## config.mk

```make
export PLATFORM = sky130hd
export DESIGN_NAME = system_clock_and_power_modes
export DESIGN_NICKNAME = d
export VERILOG_FILES = /design/src/core/clkpwr_pkg.sv /design/src/core/system_clock_and_power_modes.sv
export VERILOG_INCLUDE_DIRS = /design/src /design/src/core
export SDC_FILE = /design/constraint.sdc
export NUM_CORES = 1
export LEC_CHECK = 0
export ABC_AREA = 1
export BUFFER_PORTS_ARGS = -buffer_cell sky130_fd_sc_hd__buf_2
export CAP_MARGIN = 25
export CELL_PAD_IN_SITES_DETAIL_PLACEMENT = 1
export CELL_PAD_IN_SITES_GLOBAL_PLACEMENT = 2
export CORE_MARGIN = 2
export CORE_UTILIZATION = 27
export DETAILED_ROUTE_END_ITERATION = 6
export GPL_TIMING_DRIVEN = 1
export PLACE_DENSITY = 0.86
export REMOVE_ABC_BUFFERS = 1
export SLEW_MARGIN = 20
export SYNTH_ARGS = -nofsm -noshare
export SYNTH_HDL_FRONTEND = slang
export SYNTH_SLANG_ARGS = --single-unit
```

## constraint.sdc

```tcl
create_clock -name mclk -period 1.6 [get_ports mclk]
set_input_delay 0.24 -clock mclk [delete_from_list [all_inputs] [get_ports mclk]]
set_output_delay 0.24 -clock mclk [all_outputs]
set_load 0.01 [all_outputs]
```

## src/core/clkpwr_consts.svh

```systemverilog
// Offsets, field positions, reset values and counts for the clock and power block.
// Assumes inclusion by bare name from the block and the bench.
// Function
// - Slow source changes only in fast mode
// - Fast source changes only in slow mode
// - Fast crystal claims pins, high gain
// - System source changes only with fast running
// - Divider codes give 16, 4, 2, 1
// - New divider applies within 16 cycles
// - Half rate clock on pin, enable gated
// - Seven bit trim sets fast RC rate
// - Idle bit sleeps CPU, peripherals run
// - Peripheral gate stops the peripheral clock in idle
// - Idle ends on reset or enabled interrupt
// - Power down enters halt or stop
// - Halt keeps only timer3 and watchdog clocks
// - Halt and stop wake sources
// - Low enabled pin refuses power down
// - Pins 2 to 9 wake regardless of global
// - Pins 2 to 9 also need shared enable
// - Port1 per pin wake enables
// - Pin 2 to 9 falling edges set flags whatever their enable
// - Block abnormal clock control settings
// - Reset lands in slow mode on slow RC
`ifndef CLKPWR_CONSTS_SVH
`define CLKPWR_CONSTS_SVH
// Register indices; byte address is four times the index
`define IDX_EXT_WAKE 10'h084
`define IDX_PWR_CTL 10'h087
`define IDX_P1_WAKE 10'h096
`define IDX_CLK_CTL 10'h0D8
`define IDX_RC_TRIM 10'h0F6
`define IDX_CKOUT_EN 10'h100
`define IDX_STATUS 10'h101
`define IDX_PIN_FLAGS 10'h102
// Reset values
`define RST_CLK_CTL 8'h23
`define RST_ZERO 8'h00
// Power control fields
`define PWR_DOWN_BIT 1
`define PWR_IDLE_BIT 0
`define PWR_KEEP_MASK 8'h8C
// Divider window length in cycles
`define PSC_WINDOW 16
// Crystal settling wait in cycles, 2 ms of mclk
`define XTAL_WAIT_CYC 20000
// Bus answers
`define RESP_OKAY 2'h0
`define RESP_SLVERR 2'h2
`endif

```

## src/core/clkpwr_pkg.sv

```systemverilog
// Types shared by the clock and power block.
// Assumes the constants header sits beside it.
package clkpwr_pkg;
    // Clock control register layout
    typedef struct packed {
        logic slow_source_pick;
        logic fast_source_pick;
        logic slow_osc_halt_on_powerdown;
        logic periph_gate_in_idle;
        logic fast_osc_halt;
        logic sysclk_fast_pick;
        logic [1:0] sysclk_divider;
    } clk_ctl_t;
    // Operating states, one-hot
    typedef enum logic [3:0] {
        PW_RUN = 4'b0001,
        PW_IDLE = 4'b0010,
        PW_HALT = 4'b0100,
        PW_STOP = 4'b1000
    } pwr_state_t;
endpackage

```

## src/core/system_clock_and_power_modes.sv

```systemverilog
// System clock selection, divider, clock output and low-power sequencing.
// Assumes an AXI4-Lite master on mclk and asynchronous pins on the wake inputs.
//
// Local design decision: the AXI4-Lite slave port.
`timescale 1ns/1ps
`include "clkpwr_consts.svh"
module system_clock_and_power_modes import clkpwr_pkg::*; #(
    parameter logic [6:0] TRIM_RESET = 7'h40,
    parameter int ADDR_W = 12
) (
    input wire logic mclk,
    input wire logic rst,
    input wire logic [ADDR_W-1:0] s_axi_awaddr,
    input wire logic s_axi_awvalid,
    output logic s_axi_awready,
    input wire logic [31:0] s_axi_wdata,
    input wire logic [3:0] s_axi_wstrb,
    input wire logic s_axi_wvalid,
    output logic s_axi_wready,
    output logic [1:0] s_axi_bresp,
    output logic s_axi_bvalid,
    input wire logic s_axi_bready,
    input wire logic [ADDR_W-1:0] s_axi_araddr,
    input wire logic s_axi_arvalid,
    output logic s_axi_arready,
    output logic [31:0] s_axi_rdata,
    output logic [1:0] s_axi_rresp,
    output logic s_axi_rvalid,
    input wire logic s_axi_rready,
    input wire logic [9:0] external_irq_pin,
    input wire logic [7:0] port1_pin,
    input wire logic [1:0] ex01_wake_en,
    input wire logic shared_pin_lowvolt_irq_enable,
    input wire logic irq_pending,
    input wire logic timer3_irq,
    input wire logic timer3_wake_en,
    input wire logic timer3_en,
    input wire logic wdt_en,
    output logic sys_tick,
    output logic half_rate_clock_out,
    output logic half_rate_clock_out_oe,
    output logic fast_osc_run,
    output logic slow_osc_run,
    output logic xtal_pins_osc,
    output logic osc_high_gain,
    output logic sysclk_is_fast,
    output logic [6:0] fast_rc_trim_value,
    output logic cpu_clk_en,
    output logic periph_clk_en,
    output logic timer3_clk_en,
    output logic wdt_clk_en
);
    // ==========================================
    // Elaboration checks
    generate
        if (ADDR_W < 12) begin : g_bad_addr
            $error("address width too small for the register map");
        end
    endgenerate

    // ==========================================
    // State
    clk_ctl_t ctl_r, ctl_nxt; // Clock control
    logic [7:0] ext_wake_r; // Pins 2..9 wake enables
    logic [7:0] p1_wake_r; // Port1 wake enables
    logic [7:0] pwr_keep_r; // Plain storage bits
    logic down_r, idle_r; // Power down and idle bits
    logic [6:0] trim_r; // Fast RC trim
    logic ckout_en_r; // Clock pin enable
    logic [7:0] pin_flag_r; // Falling edge flags 2..9
    pwr_state_t st_r, st_nxt; // Operating state
    logic [1:0] psc_act_r; // Divider in force
    logic [3:0] win_r; // Divider window counter
    logic [3:0] div_cnt_r; // Divider counter
    logic half_r; // Half rate clock
    logic [17:0] sync1_r, sync2_r, pin_q_r; // Pin synchronisers

    // ==========================================
    // Bus slave state
    logic aw_have_r, w_have_r; // Captured halves of a write
    logic [9:0] aw_idx_r; // Write word index
    logic [7:0] w_data_r; // Write low byte
    logic w_lane_r; // Low byte lane strobed
    logic bvalid_r, rvalid_r;
    logic [1:0] bresp_r, rresp_r;
    logic [31:0] rdata_r;

    // ==========================================
    // Pin synchronisers; the second stage is read, the third keeps the previous sample for edges
    always_ff @(posedge mclk) begin
        sync1_r <= {port1_pin, external_irq_pin};
        sync2_r <= sync1_r;
        pin_q_r <= sync2_r;
    end
    wire [9:0] int_pin = sync2_r[9:0];
    wire [7:0] p1_now = sync2_r[17:10];
    wire [7:0] p1_prev = pin_q_r[17:10];
    wire [7:0] fall_29 = pin_q_r[9:2] & ~int_pin[9:2];

    // ==========================================
    // Write decode
    wire wr_fire = aw_have_r & w_have_r & ~bvalid_r;
    wire wr_ok = wr_fire & w_lane_r;
    wire wr_ext = wr_ok && (aw_idx_r == `IDX_EXT_WAKE);
    wire wr_pwr = wr_ok && (aw_idx_r == `IDX_PWR_CTL);
    wire wr_p1 = wr_ok && (aw_idx_r == `IDX_P1_WAKE);
    wire wr_ctl = wr_ok && (aw_idx_r == `IDX_CLK_CTL);
    wire wr_trim = wr_ok && (aw_idx_r == `IDX_RC_TRIM);
    wire wr_cke = wr_ok && (aw_idx_r == `IDX_CKOUT_EN);
    wire wr_flag = wr_ok && (aw_idx_r == `IDX_PIN_FLAGS);
    wire wr_known = (aw_idx_r == `IDX_EXT_WAKE) || (aw_idx_r == `IDX_PWR_CTL)
        || (aw_idx_r == `IDX_P1_WAKE) || (aw_idx_r == `IDX_CLK_CTL)
        || (aw_idx_r == `IDX_RC_TRIM) || (aw_idx_r == `IDX_CKOUT_EN)
        || (aw_idx_r == `IDX_STATUS) || (aw_idx_r == `IDX_PIN_FLAGS);

    // ==========================================
    // Wake and refusal conditions
    // Pins 0..1 enable alone; pins 2..9 need the shared enable too to wake, but not to refuse power down
    wire low_01 = |(~int_pin[1:0] & ex01_wake_en);
    wire low_29 = |(~int_pin[9:2] & ext_wake_r);
    wire edge_29 = |(fall_29 & ext_wake_r);
    wire p1_change = |((p1_now ^ p1_prev) & p1_wake_r);
    // Global interrupt enable deliberately absent from this path
    wire pin_wake = low_01 | p1_change | ((low_29 | edge_29) & shared_pin_lowvolt_irq_enable);
    wire down_block = low_01 | low_29;
    wire halt_wake = pin_wake | (timer3_irq & timer3_wake_en);
    wire down_go = wr_pwr & w_data_r[`PWR_DOWN_BIT] & ~down_block & (st_r == PW_RUN);
    wire idle_go = wr_pwr & w_data_r[`PWR_IDLE_BIT] & ~down_go & (st_r == PW_RUN);
    wire woke = (st_r != PW_RUN) & (st_nxt == PW_RUN);

    // ==========================================
    // Clock control write filter
    // A refused bit keeps its value while its neighbours still update
    clk_ctl_t wv;
    assign wv = clk_ctl_t'(w_data_r);
    always_comb begin
        ctl_nxt = ctl_r;
        if (wr_ctl) begin
            ctl_nxt.slow_osc_halt_on_powerdown = wv.slow_osc_halt_on_powerdown;
            ctl_nxt.periph_gate_in_idle = wv.periph_gate_in_idle;
            ctl_nxt.sysclk_divider = wv.sysclk_divider;
            if (ctl_r.sysclk_fast_pick) begin
                ctl_nxt.slow_source_pick = wv.slow_source_pick;
            end
            if (!ctl_r.sysclk_fast_pick) begin
                ctl_nxt.fast_source_pick = wv.fast_source_pick;
                ctl_nxt.fast_osc_halt = wv.fast_osc_halt;
            end
            // Never both halt and fast pick; the pick loses
            if (!ctl_r.fast_osc_halt && !(ctl_nxt.fast_osc_halt && wv.sysclk_fast_pick)) begin
                ctl_nxt.sysclk_fast_pick = wv.sysclk_fast_pick;
            end
        end
    end

    // ==========================================
    // Software registers; reset lands in slow mode on the slow RC
    always_ff @(posedge mclk) begin
        if (rst) begin
            ctl_r <= clk_ctl_t'(`RST_CLK_CTL);
            ext_wake_r <= `RST_ZERO;
            p1_wake_r <= `RST_ZERO;
            pwr_keep_r <= `RST_ZERO;
            trim_r <= TRIM_RESET;
            ckout_en_r <= 1'b0;
        end else begin
            ctl_r <= ctl_nxt;
            if (wr_ext) ext_wake_r <= w_data_r;
            if (wr_p1) p1_wake_r <= w_data_r;
            if (wr_pwr) pwr_keep_r <= w_data_r & `PWR_KEEP_MASK;
            if (wr_trim) trim_r <= w_data_r[6:0];
            if (wr_cke) ckout_en_r <= w_data_r[0];
        end
    end

    // ==========================================
    // Edge flags, set whatever the enable; set beats a write-one clear
    genvar gi;
    generate
        for (gi = 0; gi < 8; gi++) begin : g_flag
            always_ff @(posedge mclk) begin
                if (rst) begin
                    pin_flag_r[gi] <= 1'b0;
                end else if (fall_29[gi]) begin
                    pin_flag_r[gi] <= 1'b1;
                end else if (wr_flag && w_data_r[gi]) begin
                    pin_flag_r[gi] <= 1'b0;
                end
            end
        end
    endgenerate

    // ==========================================
    // Power state sequencing
    always_comb begin
        st_nxt = st_r;
        case (st_r)
            PW_RUN: begin
                // Stop only when the slow halt bit is set
                if (down_go) st_nxt = ctl_r.slow_osc_halt_on_powerdown ? PW_STOP : PW_HALT;
                else if (idle_go) st_nxt = PW_IDLE;
            end
            PW_IDLE: if (irq_pending) st_nxt = PW_RUN;
            PW_HALT: if (halt_wake) st_nxt = PW_RUN;
            PW_STOP: if (pin_wake) st_nxt = PW_RUN;
            default: st_nxt = PW_RUN;
        endcase
    end

    // Mode bits follow the state and drop on wake
    always_ff @(posedge mclk) begin
        if (rst) begin
            st_r <= PW_RUN;
            down_r <= 1'b0;
            idle_r <= 1'b0;
        end else begin
            st_r <= st_nxt;
            down_r <= down_go | (down_r & ~woke);
            idle_r <= idle_go | (idle_r & ~woke);
        end
    end

    // ==========================================
    // Divider: new code is picked up at the window end
    wire [3:0] div_term = (psc_act_r == 2'b00) ? 4'hF : (psc_act_r == 2'b01) ? 4'h3 :
        (psc_act_r == 2'b10) ? 4'h1 : 4'h0;
    wire sys_run = (st_r == PW_RUN) | (st_r == PW_IDLE);
    assign sys_tick = sys_run & (div_cnt_r >= div_term);
    always_ff @(posedge mclk) begin
        if (rst) begin
            psc_act_r <= 2'(`RST_CLK_CTL);
            win_r <= 4'h0;
            div_cnt_r <= 4'h0;
            half_r <= 1'b0;
        end else begin
            win_r <= win_r + 4'h1;
            if (win_r == 4'hF) psc_act_r <= ctl_r.sysclk_divider;
            div_cnt_r <= sys_tick ? 4'h0 : (sys_run ? div_cnt_r + 4'h1 : div_cnt_r);
            if (sys_tick) half_r <= ~half_r;
        end
    end

    // ==========================================
    // Clock and oscillator outputs
    assign half_rate_clock_out = half_r;
    assign half_rate_clock_out_oe = ckout_en_r;
    assign xtal_pins_osc = ctl_r.fast_source_pick | ctl_r.slow_source_pick;
    assign osc_high_gain = ctl_r.fast_source_pick;
    assign sysclk_is_fast = ctl_r.sysclk_fast_pick;
    assign fast_rc_trim_value = trim_r;
    // Halt and stop kill the fast oscillator; stop also the slow one
    assign fast_osc_run = ~ctl_r.fast_osc_halt & sys_run;
    assign slow_osc_run = (st_r != PW_STOP);
    assign cpu_clk_en = (st_r == PW_RUN);
    assign periph_clk_en = (st_r == PW_RUN)
        | ((st_r == PW_IDLE) & ~ctl_r.periph_gate_in_idle);
    assign timer3_clk_en = timer3_en & (st_r != PW_STOP);
    assign wdt_clk_en = wdt_en;

    // ==========================================
    // Read mux
    wire [9:0] ar_idx = s_axi_araddr[11:2];
    wire [7:0] stat_v = {2'b00, st_r, down_r, idle_r};
    wire [7:0] rd_v = (ar_idx == `IDX_EXT_WAKE) ? ext_wake_r :
        (ar_idx == `IDX_PWR_CTL) ? (pwr_keep_r | {6'h00, down_r, idle_r}) :
        (ar_idx == `IDX_P1_WAKE) ? p1_wake_r :
        (ar_idx == `IDX_CLK_CTL) ? 8'(ctl_r) :
        (ar_idx == `IDX_RC_TRIM) ? {1'b0, trim_r} :
        (ar_idx == `IDX_CKOUT_EN) ? {7'h00, ckout_en_r} :
        (ar_idx == `IDX_STATUS) ? stat_v :
        (ar_idx == `IDX_PIN_FLAGS) ? pin_flag_r : 8'h00;
    wire rd_known = (ar_idx == `IDX_EXT_WAKE) || (ar_idx == `IDX_PWR_CTL)
        || (ar_idx == `IDX_P1_WAKE) || (ar_idx == `IDX_CLK_CTL)
        || (ar_idx == `IDX_RC_TRIM) || (ar_idx == `IDX_CKOUT_EN)
        || (ar_idx == `IDX_STATUS) || (ar_idx == `IDX_PIN_FLAGS);

    // ==========================================
    // AXI4-Lite handshakes, one write and one read at a time
    assign s_axi_awready = ~aw_have_r;
    assign s_axi_wready = ~w_have_r;
    assign s_axi_arready = ~rvalid_r;
    assign s_axi_bvalid = bvalid_r;
    assign s_axi_bresp = bresp_r;
    assign s_axi_rvalid = rvalid_r;
    assign s_axi_rresp = rresp_r;
    assign s_axi_rdata = rdata_r;
    // Write side: halves may come in either order
    always_ff @(posedge mclk) begin
        if (rst) begin
            aw_have_r <= 1'b0;
            w_have_r <= 1'b0;
            aw_idx_r <= 10'h000;
            w_data_r <= 8'h00;
            w_lane_r <= 1'b0;
            bvalid_r <= 1'b0;
            bresp_r <= `RESP_OKAY;
        end else begin
            if (s_axi_awvalid && !aw_have_r) begin
                aw_have_r <= 1'b1;
                aw_idx_r <= s_axi_awaddr[11:2];
            end else if (wr_fire) aw_have_r <= 1'b0;
            if (s_axi_wvalid && !w_have_r) begin
                w_have_r <= 1'b1;
                w_data_r <= s_axi_wdata[7:0];
                w_lane_r <= s_axi_wstrb[0];
            end else if (wr_fire) w_have_r <= 1'b0;
            if (wr_fire) begin
                bvalid_r <= 1'b1;
                bresp_r <= wr_known ? `RESP_OKAY : `RESP_SLVERR;
            end else if (s_axi_bready) bvalid_r <= 1'b0;
        end
    end
    // Read side: answer one cycle after the address is taken
    always_ff @(posedge mclk) begin
        if (rst) begin
            rvalid_r <= 1'b0;
            rdata_r <= 32'h0000_0000;
            rresp_r <= `RESP_OKAY;
        end else if (s_axi_arvalid && !rvalid_r) begin
            rvalid_r <= 1'b1;
            rdata_r <= {24'h00_0000, rd_v};
            rresp_r <= rd_known ? `RESP_OKAY : `RESP_SLVERR;
        end else if (s_axi_rready) rvalid_r <= 1'b0;
    end

    // ==========================================
    // Checks
    logic [4:0] psc_stable_r; // Cycles the divider code stood still
    always_ff @(posedge mclk) begin
        if (rst || (ctl_nxt.sysclk_divider != ctl_r.sysclk_divider)) psc_stable_r <= 5'h00;
        else if (psc_stable_r != 5'h1F) psc_stable_r <= psc_stable_r + 5'h01;
    end
endmodule

```

==> reports/metrics.csv <==
metric;value;unit
unrepaired setup endpoints after global routing;yes;
post-DP HPWL;14.1;mm
Non-Filler Cell Area, Final;8320;sq um
minimum setup slack in the final design;-0.352;ns
launch instance of the worst min-delay path;s_axi_awaddr[4];
drt drc;0;
Skew-Pair Late Insertion Delay;0.43;ns
number of detailed-routing iterations run before antenna repair;4;
initial cell density of the core;27.6;%
# H-tree levels;4;
number of global-route vias before repair;5874;
non-filler cells in the finished layout;1264;
number of clock sinks seen by CTS;145;
area added between synthesis and finish;37.9;%
clock tree from TritonCTS;built;
per-cell via count in the routed design;4.56;
PD cells;997;nW/um^2
global-route wire length before repair;30.2;mm
GRT Util Overall;16.2;%
Final period util;122;%
clock buffer count from CTS;17;
DIE AREA;23600;sq um
post-synth top area cell;sky130_fd_sc_hd__dfxtp_1;
sequential power share;46.4;%
final total power;8.29;mW
routability cong.;0.834;
total number of vias;5758;
Power Internal;6.17;mW
violated checks;negative setup slack;
Critical Path Start;psc_act_r[0];
clock root buffer;sky130_fd_sc_hd__clkbuf_16;
Longest Clk Path Bufs;2;
routed wire length;18.9;mm
peak clock frequency supported by timing;512;MHz
top flip-flop cell by instance count after synthesis;sky130_fd_sc_hd__dfxtp_1;
Mapped Avg Cell Area;7.69;sq um
final clock skew;0.0107;ns
outcome;complete, but fails checks;
net total in the final layout;1070;
antenna-violating nets left;0;
Switching Power;2.12;mW
pin count of the biggest net entering global routing;65;
launch point of the worst reg-to-reg path;st_r[2];
FP Rows;54;
die extent in y;153;um
count of flip-flops with a built-in enable after synthesis;0;
maximum net fanout on the critical path;3;
Final Hold Viols;0;
VDD IR-drop max;0.718;mV
cells on worst reg2reg path;12;
Cell Count Post-Placement;1191;
most numerous cell in the Yosys netlist;sky130_fd_sc_hd__dfxtp_1;
Horiz. Die Dim;153;um
arrival time at the worst endpoint;1.71;ns
Placed Area;7090;sq um
core utilization of the finished layout;38.0;%
Worst R2R End;idle_r;
count of input and output buffers;93;
Cells after Synth;785;
core area;21900;sq um
leftover overflow at the end of global routing;0;
#FFs+latches synth;145;
combined area of all synthesized cells;6030;sq um
dominant cells by area after synthesis;sky130_fd_sc_hd__dfxtp_1, sky130_fd_sc_hd__nand2_1, sky130_fd_sc_hd__a21oi_1, sky130_fd_sc_hd__inv_1, sky130_fd_sc_hd__o21ai_0;
area fraction of the dominant cell type after synthesis;48.1;%
proportion of synthesized chip area in sequential cells;48.1;%
reg2reg setup slack;-0.01;ns
top-level port count;153;
CP Capture Type;output port;
share of power burned in the clock network;45.4;%
max-cap check violation count;0;
violation count after the first detailed-routing iteration;218;
class of the tightest hold or removal check;in2reg;
Comb power frac;8.2;%
leading post-synthesis cells by instance count;sky130_fd_sc_hd__dfxtp_1, sky130_fd_sc_hd__nand2_1, sky130_fd_sc_hd__inv_1;
proportion of register bits with asynchronous set or reset after synthesis;0;%
final routed wire length divided by cell count;14.9;um
count of inserted antenna diode cells;0;
number of antenna violations at the first check in global routing;0;
CP endpoint;sys_tick;
type of the worst setup path;reg2out;
clock transition at the registers of the reported paths;0.06;ns
share of final-layout standard cells stronger than drive strength 1;31.7;%
Sw Ratio;25.6;%
crit path launch type;register;
CP required;1.36;ns
final critical path time including I/O delays and setup;1.95;ns
max-slew violation count;0;
leakage power summed over all cells;3.76;nW
final sum of negative setup slack;-1.16;ns
number of setup violations in the final report;7;
Distinct cells, synth;38;
YS warnings;0;
-- per-layer routing --
metal	share of wire, %	track usage (%)	wire length (um)	vias to the layer above
met1	45	20.1	8560	2754
met4	1.1	4.63	217	0
met3	4.4	4.42	832	22
li1	-	-	-	2888
met5	0	0	0	-
met2	49	27.6	9270	94
-- area by class of cell --
cell class	count	area (sq um)
fillers	2693	13600
flip-flops and latches	145	2930
multi-input cells	504	2760
repair buffers	187	1290
clock buffers	19	433
well taps	280	350
clock inverters	13	114
inverters	116	445
-- cells in the final DEF (no fill, tap or decap), types with 11 or more instances in the layout --
cell                            Yosys  routed
sky130_fd_sc_hd__o21ai_0           72      67
sky130_fd_sc_hd__buf_2              4      90
sky130_fd_sc_hd__inv_2             14      22
sky130_fd_sc_hd__conb_1             1      26
sky130_fd_sc_hd__nor2_2             7      15
sky130_fd_sc_hd__dlygate4sd3_1      0      18
sky130_fd_sc_hd__nand2_2            2      13
sky130_fd_sc_hd__buf_6              0      11
sky130_fd_sc_hd__inv_1            101      89
sky130_fd_sc_hd__nand2_1          135     120
sky130_fd_sc_hd__clkbuf_16          0      17
sky130_fd_sc_hd__nor2_1            60      46
sky130_fd_sc_hd__nand3_1           36      34
sky130_fd_sc_hd__dfxtp_1          145     131
sky130_fd_sc_hd__a21oi_1           89      84
sky130_fd_sc_hd__buf_4             28      66
sky130_fd_sc_hd__nand4_1           17      17
sky130_fd_sc_hd__dfxtp_2            0      12
-- logic make-up (layout without fill, tap and decap cells) --
family / count (synthesis) / count (layout) / synth area share (%)
AND/OR/NAND/NOR: 293 / 293 / 23.1
AO/OA/AOI/OAI: 178 / 178 / 15.5
buffers and inverters: 161 / 335 / 11.8
flip-flops: 145 / 145 / 48.1
adder cells (fa/ha/maj): 6 / 6 / 1.24
other: 1 / 26 / 0.0622
XOR/XNOR: 1 / 1 / 0.145
-- critical path: stages, from the launching register on --
cell                      delay, ns
sky130_fd_sc_hd__dfxtp_2       0.32
sky130_fd_sc_hd__or2_4         0.27
sky130_fd_sc_hd__ha_4          0.26
sky130_fd_sc_hd__a21oi_2       0.12
sky130_fd_sc_hd__nand3_2       0.09
sky130_fd_sc_hd__nand2_2       0.08
sky130_fd_sc_hd__inv_2         0.04
sky130_fd_sc_hd__buf_6         0.11
-- through the flow --
step | setup WS [ns] | hold slack (ns)
after floorplan | 0.0406 | 0.268
after CTS | -0.400 | 0.0222
after global placement | -0.0712 | 0.311
after global routing | -0.443 | 0.0631
after detailed placement | -0.118 | 0.313
final | -0.352 | 0.0350
-- worst min path at each step --
stage | slack, ns | cells after the start | to
after floorplan | 0.27 | 0 | sync1_r[0]
final | 0.03 | 3 | aw_idx_r[2]
after global placement | 0.31 | 0 | sync2_r[6]
after detailed placement | 0.31 | 0 | sync2_r[3]
after CTS | 0.02 | 3 | aw_idx_r[0]
after global routing | 0.06 | 3 | w_lane_r
-- power groups by stage --
stage,Combinational [mW],Clock (mW),Sequential (mW)
final,0.680,3.77,3.84
after global routing,0.767,4.02,3.86
after CTS,0.637,3.86,3.84
after detailed placement,0.596,0,3.92
after global placement,0.582,0,3.91
after floorplan,0.307,0,3.90
-- what timing repair did --
item                       4_1_cts  5_1_grt
buffers inserted                 9       15
setup endpoints to repair       14       36
gates resized for setup         37       73
hold buffers                    18        0
pin swaps                       14       36
hold endpoints to repair        18        0
-- flip-flops by register name, indices dropped and copies added, names as in the netlist, 6 cells and up --
name and count:
p1_wake_r 8, ctl_r 6, sync2_r 18, pin_q_r 16, sync1_r 18, pin_flag_r 8, fast_rc_trim_value 7, aw_idx_r 10
ext_wake_r 8, w_data_r 8, s_axi_rdata 8
No activity file was read; power rests on OpenSTA's default activity.
